$ cat src/hw/cdcm_params.svh
// constants of the coupler diagnostic and cycle monitor
`ifndef CDCM_PARAMS_SVH
`define CDCM_PARAMS_SVH
`define CDCM_CLK_PERIOD_NS 25
`define CDCM_US_NS         1000
`define CDCM_CYC_PER_US    (`CDCM_US_NS / `CDCM_CLK_PERIOD_NS)
`define CDCM_BLINK_HALF_MS 250
`define CDCM_CYC_BLINK     ((`CDCM_BLINK_HALF_MS * 1000000) / `CDCM_CLK_PERIOD_NS)
`define CDCM_ADDR_W        12
`define CDCM_IDX_MSB       11
`define CDCM_IDX_LSB       4
`define CDCM_BYTE_MSB      3
`define CDCM_IDX_STATUS    8'h5a
`define CDCM_IDX_STATS     8'h62
`define CDCM_IDX_CYCCMD    8'h63
`define CDCM_CMD_B0        8'h04
`define CDCM_CMD_B1        8'h01
`define CDCM_CMD_START_B2  8'h01
`define CDCM_CMD_STOP_B2   8'h00
`define CDCM_CMD_B3        8'h00
`define CDCM_CMD_LAST_BYTE 4'h3
`define CDCM_MEAN_WINDOW   8'hc8
`define CDCM_BIT_FIELDBUS  0
`define CDCM_BIT_KBUS      1
`define CDCM_BIT_TERMINAL  2
`define CDCM_BIT_COUPLER   3
`define CDCM_US_MAX        16'hffff
`endif

$ cat src/hw/cdcm_pkg.sv
// types of the coupler diagnostic and cycle monitor
package cdcm_pkg;
   typedef enum logic [2:0] {
      CDCM_NO_ACTIVITY,
      CDCM_NOT_STARTED,
      CDCM_RUN,
      CDCM_PARAM_ACTIVE,
      CDCM_ERR_KEEP,
      CDCM_ERR_STOP
   } cdcm_comm_t;
   typedef enum logic {
      CDCM_DIV_IDLE,
      CDCM_DIV_RUN
   } cdcm_div_t;
endpackage

$ cat src/hw/cdcm_top.sv
// coupler diagnostic record, cycle-time monitor and fieldbus indicators
//
// Our own choices: the address map and the strobed register port.
`include "cdcm_params.svh"
`timescale 1ns/100ps
`default_nettype none
////////////////////////////////////////////////////////////////////////////////
module cdcm_top
   import cdcm_pkg::*;
#(
   parameter int BLINK_HALF_CYCLES = `CDCM_CYC_BLINK
)(
   input  wire logic                    clock_i,
   input  wire logic                    resetn_i,
   input  wire logic [`CDCM_ADDR_W-1:0] addr_i,
   input  wire logic [7:0]              wdata_i,
   input  wire logic                    wr_i,
   input  wire logic                    rd_i,
   output logic      [7:0]              rdata_o,
   input  wire logic                    fieldbus_err_i,
   input  wire logic                    kbus_err_i,
   input  wire logic                    terminal_err_i,
   input  wire logic                    coupler_err_i,
   input  wire logic [15:0]             coupler_code_i,
   input  wire logic [15:0]             kbus_bit_len_i,
   input  wire logic [15:0]             kbus_code_i,
   input  wire logic [15:0]             term_count_i,
   input  wire logic [15:0]             err_term_i,
   input  wire logic                    cycle_start_i,
   input  wire cdcm_comm_t              comm_state_i,
   output logic                         meas_on_o,
   output logic                         run_indicator_o,
   output logic                         bus_fault_indicator_o,
   output logic                         diagnostic_indicator_o
);

   function automatic logic [7:0] pick_byte(input logic [15:0] w,
                                            input logic        hi);
      pick_byte = hi ? w[15:8] : w[7:0];
   endfunction

   ////////////////////////////////////////////////////////////////////////////
   // address decode
   logic [7:0] idx;
   logic [3:0] bsel;
   logic       stat_clr;
   logic       cmd_last;
   logic       start_hit;
   logic       stop_hit;
   logic [7:0] cmd_b_reg [0:2];

   assign idx      = addr_i[`CDCM_IDX_MSB:`CDCM_IDX_LSB];
   assign bsel     = addr_i[`CDCM_BYTE_MSB:0];
   assign stat_clr = wr_i && idx == `CDCM_IDX_STATS;
   assign cmd_last = wr_i && idx == `CDCM_IDX_CYCCMD
                     && bsel == `CDCM_CMD_LAST_BYTE;
   assign start_hit = cmd_last && cmd_b_reg[0] == `CDCM_CMD_B0
                      && cmd_b_reg[1] == `CDCM_CMD_B1
                      && cmd_b_reg[2] == `CDCM_CMD_START_B2
                      && wdata_i == `CDCM_CMD_B3;
   assign stop_hit  = cmd_last && cmd_b_reg[0] == `CDCM_CMD_B0
                      && cmd_b_reg[1] == `CDCM_CMD_B1
                      && cmd_b_reg[2] == `CDCM_CMD_STOP_B2
                      && wdata_i == `CDCM_CMD_B3;

   // command bytes 0..2 collected, byte 3 completes the command
   always_ff @(posedge clock_i)
   begin
      if (!resetn_i)
      begin
         for (int i = 0; i < 3; i++)
            cmd_b_reg[i] <= 8'h00;
      end
      else if (wr_i && idx == `CDCM_IDX_CYCCMD && bsel < `CDCM_CMD_LAST_BYTE)
         cmd_b_reg[bsel[1:0]] <= wdata_i;
   end

   logic meas_on_reg;
   always_ff @(posedge clock_i)
   begin
      if (!resetn_i)
         meas_on_reg <= 1'b0;
      else if (start_hit)
         meas_on_reg <= 1'b1;
      else if (stop_hit)
         meas_on_reg <= 1'b0;
   end
   assign meas_on_o = meas_on_reg;

   ////////////////////////////////////////////////////////////////////////////
   // microsecond timer between cycle starts
   logic [5:0]  us_div_reg;
   logic [15:0] us_count_reg;
   logic        have_prev_reg;
   logic        sample;

   always_ff @(posedge clock_i)
   begin
      if (!resetn_i)
      begin
         us_div_reg   <= 6'h00;
         us_count_reg <= 16'h0000;
      end
      else if (cycle_start_i)
      begin
         // start edge is the first clock of the new interval
         us_div_reg   <= 6'h01;
         us_count_reg <= 16'h0000;
      end
      else if (us_div_reg == 6'(`CDCM_CYC_PER_US - 1))
      begin
         us_div_reg <= 6'h00;
         if (us_count_reg != `CDCM_US_MAX)
            us_count_reg <= us_count_reg + 16'h0001;
      end
      else
         us_div_reg <= us_div_reg + 6'h01;
   end

   always_ff @(posedge clock_i)
   begin
      if (!resetn_i || start_hit)
         have_prev_reg <= 1'b0;
      else if (cycle_start_i && meas_on_reg)
         have_prev_reg <= 1'b1;
   end
   assign sample = meas_on_reg && cycle_start_i && have_prev_reg;

   ////////////////////////////////////////////////////////////////////////////
   // statistics
   logic [15:0] min_reg;
   logic [15:0] max_reg;
   logic [15:0] cur_reg;
   logic [15:0] mean_reg;
   logic        seeded_reg;

   always_ff @(posedge clock_i)
   begin
      if (!resetn_i || stat_clr)
      begin
         min_reg    <= 16'h0000;
         max_reg    <= 16'h0000;
         cur_reg    <= 16'h0000;
         seeded_reg <= 1'b0;
      end
      else if (sample)
      begin
         cur_reg    <= us_count_reg;
         seeded_reg <= 1'b1;
         if (!seeded_reg || us_count_reg < min_reg)
            min_reg <= us_count_reg;
         if (!seeded_reg || us_count_reg > max_reg)
            max_reg <= us_count_reg;
      end
   end

   // sliding window of the latest cycle times
   logic [15:0] hist_reg [0:199];
   logic [7:0]  ptr_reg;
   logic [7:0]  fill_reg;
   logic [23:0] sum_reg;
   logic [23:0] sum_next;
   logic [7:0]  fill_next;
   logic        full;

   assign full      = fill_reg == `CDCM_MEAN_WINDOW;
   assign sum_next  = sum_reg + {8'h00, us_count_reg}
                      - (full ? {8'h00, hist_reg[ptr_reg]} : 24'h000000);
   assign fill_next = full ? fill_reg : fill_reg + 8'h01;

   always_ff @(posedge clock_i)
   begin
      if (!resetn_i || stat_clr)
      begin
         ptr_reg  <= 8'h00;
         fill_reg <= 8'h00;
         sum_reg  <= 24'h000000;
      end
      else if (sample)
      begin
         sum_reg  <= sum_next;
         fill_reg <= fill_next;
         ptr_reg  <= (ptr_reg == `CDCM_MEAN_WINDOW - 8'h01) ? 8'h00
                     : ptr_reg + 8'h01;
      end
   end

   always_ff @(posedge clock_i)
   begin
      if (sample)
         hist_reg[ptr_reg] <= us_count_reg;
   end

   // sequential divider: mean = window sum / window fill
   cdcm_div_t   div_state;
   logic [23:0] quot_reg;
   logic [7:0]  rem_reg;
   logic [7:0]  dvs_reg;
   logic [4:0]  dcnt_reg;
   logic [8:0]  trial;

   assign trial = {rem_reg, quot_reg[23]};

   always_ff @(posedge clock_i)
   begin
      if (!resetn_i || stat_clr)
      begin
         div_state <= CDCM_DIV_IDLE;
         quot_reg  <= 24'h000000;
         rem_reg   <= 8'h00;
         dvs_reg   <= 8'h01;
         dcnt_reg  <= 5'h00;
         mean_reg  <= 16'h0000;
      end
      else if (sample)
      begin
         div_state <= CDCM_DIV_RUN;
         quot_reg  <= sum_next;
         rem_reg   <= 8'h00;
         dvs_reg   <= fill_next;
         dcnt_reg  <= 5'h00;
      end
      else
      begin
         case (div_state)
            CDCM_DIV_RUN:
            begin
               if (trial >= {1'b0, dvs_reg})
               begin
                  rem_reg  <= 8'(trial - {1'b0, dvs_reg});
                  quot_reg <= {quot_reg[22:0], 1'b1};
               end
               else
               begin
                  rem_reg  <= trial[7:0];
                  quot_reg <= {quot_reg[22:0], 1'b0};
               end
               dcnt_reg <= dcnt_reg + 5'h01;
               if (dcnt_reg == 5'd23)
                  div_state <= CDCM_DIV_IDLE;
            end
            CDCM_DIV_IDLE:
               mean_reg <= quot_reg[15:0];
            default:
               div_state <= CDCM_DIV_IDLE;
         endcase
      end
   end

   ////////////////////////////////////////////////////////////////////////////
   // record read port
   logic [15:0] st_word [0:3];
   logic [15:0] cy_word [0:3];

   assign st_word[0] = {12'h000, coupler_err_i, terminal_err_i,
                        kbus_err_i, fieldbus_err_i};
   assign st_word[1] = coupler_err_i ? coupler_code_i : 16'h0000;
   assign st_word[2] = kbus_err_i ? kbus_code_i : kbus_bit_len_i;
   assign st_word[3] = kbus_err_i ? err_term_i : term_count_i;
   assign cy_word[0] = min_reg;
   assign cy_word[1] = max_reg;
   assign cy_word[2] = mean_reg;
   assign cy_word[3] = cur_reg;

   always_ff @(posedge clock_i)
   begin
      if (!resetn_i)
         rdata_o <= 8'h00;
      else if (rd_i && bsel[3] == 1'b0)
      begin
         if (idx == `CDCM_IDX_STATUS)
            rdata_o <= pick_byte(st_word[bsel[2:1]], bsel[0]);
         else if (idx == `CDCM_IDX_STATS)
            rdata_o <= pick_byte(cy_word[bsel[2:1]], bsel[0]);
         else
            rdata_o <= 8'h00;
      end
      else
         rdata_o <= 8'h00;
   end

   ////////////////////////////////////////////////////////////////////////////
   // fieldbus indicators
   logic [23:0] blink_cnt_reg;
   logic        blink_reg;

   always_ff @(posedge clock_i)
   begin
      if (!resetn_i)
      begin
         blink_cnt_reg <= 24'h000000;
         blink_reg     <= 1'b0;
      end
      else if (blink_cnt_reg >= 24'(BLINK_HALF_CYCLES - 1))
      begin
         blink_cnt_reg <= 24'h000000;
         blink_reg     <= ~blink_reg;
      end
      else
         blink_cnt_reg <= blink_cnt_reg + 24'h000001;
   end

   always_ff @(posedge clock_i)
   begin
      if (!resetn_i)
      begin
         run_indicator_o        <= 1'b0;
         bus_fault_indicator_o  <= 1'b0;
         diagnostic_indicator_o <= 1'b0;
      end
      else
      begin
         case (comm_state_i)
            CDCM_RUN:
            begin
               run_indicator_o        <= 1'b1;
               bus_fault_indicator_o  <= 1'b0;
               diagnostic_indicator_o <= 1'b0;
            end
            CDCM_PARAM_ACTIVE, CDCM_ERR_KEEP:
            begin
               run_indicator_o        <= 1'b1;
               bus_fault_indicator_o  <= 1'b1;
               diagnostic_indicator_o <= blink_reg;
            end
            CDCM_NO_ACTIVITY:
            begin
               run_indicator_o        <= 1'b0;
               bus_fault_indicator_o  <= 1'b1;
               diagnostic_indicator_o <= 1'b1;
            end
            CDCM_ERR_STOP:
            begin
               run_indicator_o        <= 1'b0;
               bus_fault_indicator_o  <= 1'b1;
               diagnostic_indicator_o <= blink_reg;
            end
            default:
            begin
               run_indicator_o        <= 1'b0;
               bus_fault_indicator_o  <= 1'b0;
               diagnostic_indicator_o <= 1'b0;
            end
         endcase
      end
   end
endmodule
`default_nettype wire

$ cat config.mk
export PLATFORM = sky130hd
export DESIGN_NAME = cdcm_top
export DESIGN_NICKNAME = d
export VERILOG_FILES = /design/src/hw/cdcm_pkg.sv /design/src/hw/cdcm_top.sv
export VERILOG_INCLUDE_DIRS = /design/src /design/src/hw
export SDC_FILE = /design/constraint.sdc
export NUM_CORES = 2
export LEC_CHECK = 0
export BUFFER_PORTS_ARGS = -buffer_cell sky130_fd_sc_hd__buf_2
export CAP_MARGIN = 20
export CORE_AREA = 2 2 743 745
export DETAILED_ROUTE_END_ITERATION = 16
export DIE_AREA = 0 0 745 747
export GPL_TIMING_DRIVEN = 0
export SLEW_MARGIN = 10
export SYNTH_ARGS = -nofsm -noshare
export SYNTH_HDL_FRONTEND = slang
export SYNTH_SLANG_ARGS = --single-unit
export TNS_END_PERCENT = 20
$ cat constraint.sdc
create_clock -name clock_i -period 7.65 [get_ports clock_i]
set_input_delay 0 -clock clock_i [delete_from_list [all_inputs] [get_ports clock_i]]
set_output_delay 0 -clock clock_i [all_outputs]
set_load 0.02 [all_outputs]
==> results_dict.tcl <==
set metrics [dict create \
    regToRegEndpoint "sum_reg[22]$_SDFFE_PP0P_" \
    tritoncts.num_buffers 351 \
    met3_wirelength_um 81800 \
    via_count 80824 \
    m1WireLength_um 210000 \
    floorplan.die_area_um2 557000 \
    crit_chain "buf_4, buf_4, buf_4, buf_6, mux4_2, mux2i_1, o221ai_1, a211oi_2, a31oi_1, and4_1, fa_1, inv_1, fa_1, a211oi_1, o21ai_0, nand4bb_1, a21oi_1, o21ai_0, mux2i_1, nand2_1" \
    setup.worst_path.end_class "register" \
    min_delay_worst_endpoint "have_prev_reg$_SDFFE_PP0P_" \
    grt_max_degree 89 \
    timing_max_transition_violations_final 0 \
    outcome "finished, violations left" \
    synth-seq-cells 3436 \
    drt_first_pass_iters 6 \
    finalHoldWorstSlack_ps 45.2 \
    synthArstFlopShare_pct 0 \
    layout.filler_cells 52881 \
    detail_route.wirelength_um 592000 \
    leakage_component_of_the_power_uw 0.0470 \
    insertion_delay_ps 1040 \
    hold_depth 4 \
    drcViolationCount 0 \
    power.density_cell_area_nw_per_um2 230 \
    maxCapViolations 0 \
    dpl.hpwl_um 401000 \
    cts_post_setup_buffers_inserted 0 \
    worst_slew_pin_slew_ps 1290 \
    chip_width_um 745 \
    placement_rows 272 \
    design.portCount 124 \
    cp_num_buf_inv 5 \
    path_common_cell "sky130_fd_sc_hd__buf_4" \
    setup.worst_path.class "reg -> reg" \
    wp_data_arrival_ps 8830 \
    layout-drive-gt1-share_pct 28.9 \
    critical_path.slowest_cell "sky130_fd_sc_hd__mux2i_1" \
    holdCritStartpoint "cycle_start_i" \
    mostFrequentLayoutCell "sky130_fd_sc_hd__edfxtp_1" \
    synth.distinct_cells 84 \
    hold_viol_final 0 \
    die_height_um 747 \
    design_power_total_uw 37900 \
    clock_tree.htree_level_count 5 \
    syn_inst 6801 \
    postRouteAntennaNets 0 \
    synth_largest_type_area_fraction_pct 70.8 \
    initialDrtViolationCount 15644 \
    dr_wl_met2_um 256000 \
    core_region_area_um2 548000 \
    yosysSeqAreaShare_pct 73.9 \
    syn_nets 7003 \
    grt_pass1_vias 75786 \
    mostFrequentLayoutCells "sky130_fd_sc_hd__edfxtp_1 (3224), sky130_fd_sc_hd__mux4_2 (847), sky130_fd_sc_hd__clkbuf_16 (355)" \
    unrepaired_setup_endpoints_after_global_routing "true" \
    avgRoutedWirePerCell_um 39.2 \
    cts_tree "done" \
    overflow 0 \
    layout.nets 7746 \
    syn2layout_area_growth_pct 20.3 \
    synth_flop_cell "sky130_fd_sc_hd__edfxtp_1" \
    worst_setup_path_start_kind "register" \
    failed_checks "setup timing" \
    mappedNetlistArea_um2 137000 \
    clock-sinks 3436 \
    cp_data_required_time_ps 8480 \
    grt_antenna_before_repair 76 \
    timing.setup.tns_ps -2970 \
    worst_slack_ps -353 \
    setup_violations 19 \
    vdd_ir_drop_max_v 0.000189 \
    synth_edf_count 3224 \
    largest_register_ffs 3200 \
    cts-root-to-sink-buffers 4 \
    area_leader_netlist "sky130_fd_sc_hd__edfxtp_1" \
    timing.fmax_mhz 125 \
    yosys_warnings 0 \
    grt_first_pass_wirelength_um 760000 \
    final_core_util_pct 30.0 \
    final_min_period_over_clock_period_pct 105 \
    cell_chosen_for_the_clock_root "sky130_fd_sc_hd__clkbuf_16" \
    drt-vias-per-instance 5.34 \
    path_delay_family "compound AO/OA/AOI/OAI gates" \
    min_period_ps 8000 \
    worst_path_largest_cell_delay_ps 610 \
    grtUsageTotal_pct 20.7 \
    fin_skew_ps 117 \
    synth_area_per_cell_um2 20.1 \
    worst-r2r-setup-slack_ps -350 \
    worst_slew_margin_rel_pct 14.1 \
    critical_path.max_fanout 10 \
    synth_area_leaders "sky130_fd_sc_hd__edfxtp_1 (71%), sky130_fd_sc_hd__mux4_2 (14%), sky130_fd_sc_hd__dfxtp_1 (3.1%), sky130_fd_sc_hd__mux2i_1 (1.5%), sky130_fd_sc_hd__nor2_1 (1.0%)" \
    hold_path.class "in -> reg" \
    top_layer_used "met5" \
    finalWeightedCongestion 0.989 \
    path_clk_slew_ps 60 \
    worst_r2r_path_depth 20 \
    initial_utilization_pct 24.9 \
    io_buffer_count 122 \
]
==> per-stage QoR <==
stage                     setup slack, ps  instance area, um2  cells
after detailed placement            -1870              152000  14384
after CTS                           0.642              164000  15094
final                                -353              164000  15126
after floorplan                      1790              137000   6801
after global routing                -20.9              164000  15098
after global placement              -3310              146000  14184
==> area by class of cell <==
cell class / instances / area (um2) / share of cell area [%]
sequential: 3436 / 101000 / 61.5
antenna: 31 / 77.6 / 0.0472
clock buffer: 423 / 9180 / 5.58
inverter: 101 / 384 / 0.234
buffer: 361 / 2600 / 1.58
tap: 7261 / 9080 / 5.53
timing repair buffer: 397 / 5360 / 3.26
clock inverter: 220 / 2220 / 1.35
multi-input combinational: 2896 / 34400 / 20.9
==> cells by family (layout without fill, tap and decap cells) <==
| group | after synthesis | after routing | share of synthesized area, % |
|---|---|---|---|
| AO/OA/AOI/OAI | 592 | 592 | 2.88 |
| adder cells (fa/ha/maj) | 90 | 90 | 0.917 |
| buffers and inverters | 469 | 1502 | 1.94 |
| AND/OR/NAND/NOR | 1010 | 1010 | 3.29 |
| flip-flops | 3436 | 3436 | 73.9 |
| multiplexers | 1132 | 1132 | 16.6 |
| XOR/XNOR | 72 | 72 | 0.471 |
| other | 0 | 31 | 0 |
==> report_power, final <==
group	leakage (uW)	switching (uW)	internal (uW)
logic	0.0131	91.9	84.8
clock network	0.00552	7870	9560
registers	0.0284	5.74	20200
total	0.0470	7970	29900
==> how the worst max path moves through the flow <==
stage | end | slack (ps) | depth (start not counted)
4_1_cts | sum_reg[19]$_SDFFE_PP0P_ | 0.6 | 21
3_3_place_gp | sum_reg[19]$_SDFFE_PP0P_ | -3310 | 18
5_1_grt | quot_reg[20]$_SDFFE_PP0N_ | -20 | 23
2_1_floorplan | quot_reg[14]$_SDFFE_PP0N_ | 1790 | 11
3_5_place_dp | sum_reg[19]$_SDFFE_PP0P_ | -1870 | 20
6_report | sum_reg[22]$_SDFFE_PP0P_ | -350 | 20
==> timing repair <==
action / CTS / global route
pin swaps: 3 / 3
hold buffers: 71 / 0
gates cloned: 0 / 0
setup endpoints to repair: 44 / 24
endpoints found under the hold margin: 74 / 0
resized for setup: 119 / 38
==> layer usage <==
layer,GRT usage (%),up-vias
li1,-,29557
met5,0.493,-
met2,30.5,6736
met4,13.2,24
met1,25.5,43072
met3,7.64,1435
==> worst reg2reg max path, stage by stage (launching register included) <==
cell,delay (ps)
sky130_fd_sc_hd__dfxtp_2,490
sky130_fd_sc_hd__buf_4,370
sky130_fd_sc_hd__buf_4,460
sky130_fd_sc_hd__buf_4,600
sky130_fd_sc_hd__buf_6,440
sky130_fd_sc_hd__mux4_2,430
sky130_fd_sc_hd__mux2i_1,610
sky130_fd_sc_hd__o221ai_1,330
sky130_fd_sc_hd__a211oi_2,590
sky130_fd_sc_hd__a31oi_1,240
sky130_fd_sc_hd__and4_1,480
sky130_fd_sc_hd__fa_1,550
sky130_fd_sc_hd__inv_1,60
sky130_fd_sc_hd__fa_1,420
sky130_fd_sc_hd__a211oi_1,400
sky130_fd_sc_hd__o21ai_0,240
sky130_fd_sc_hd__nand4bb_1,270
sky130_fd_sc_hd__a21oi_1,140
sky130_fd_sc_hd__o21ai_0,390
sky130_fd_sc_hd__mux2i_1,330
sky130_fd_sc_hd__nand2_1,80
==> cell usage after synthesis, types with 17 or more instances <==
cell type / instances
sky130_fd_sc_hd__and2_1: 41
sky130_fd_sc_hd__o22ai_1: 23
sky130_fd_sc_hd__dfxtp_1: 212
sky130_fd_sc_hd__buf_2: 95
sky130_fd_sc_hd__xnor2_1: 37
sky130_fd_sc_hd__nand4_1: 34
sky130_fd_sc_hd__o21a_1: 18
sky130_fd_sc_hd__clkbuf_1: 135
sky130_fd_sc_hd__mux4_1: 39
sky130_fd_sc_hd__a211oi_1: 40
sky130_fd_sc_hd__fa_1: 17
sky130_fd_sc_hd__edfxtp_1: 3224
sky130_fd_sc_hd__nand2b_1: 20
sky130_fd_sc_hd__o21ai_0: 70
sky130_fd_sc_hd__nand2_1: 322
sky130_fd_sc_hd__nor2_1: 366
sky130_fd_sc_hd__nor2b_1: 37
sky130_fd_sc_hd__mux2i_1: 198
sky130_fd_sc_hd__a21oi_1: 188
sky130_fd_sc_hd__nand3_1: 73
sky130_fd_sc_hd__xor2_1: 34
sky130_fd_sc_hd__buf_6: 44
sky130_fd_sc_hd__buf_1: 25
sky130_fd_sc_hd__mux4_2: 847
sky130_fd_sc_hd__ha_1: 73
sky130_fd_sc_hd__buf_4: 46
sky130_fd_sc_hd__nor3_1: 39
sky130_fd_sc_hd__inv_1: 100
sky130_fd_sc_hd__a22o_1: 23
sky130_fd_sc_hd__mux2_2: 48
sky130_fd_sc_hd__a21o_1: 17
sky130_fd_sc_hd__a31oi_1: 22
sky130_fd_sc_hd__a22oi_1: 61
sky130_fd_sc_hd__and3_1: 25
(Power assumes the default switching activity.)
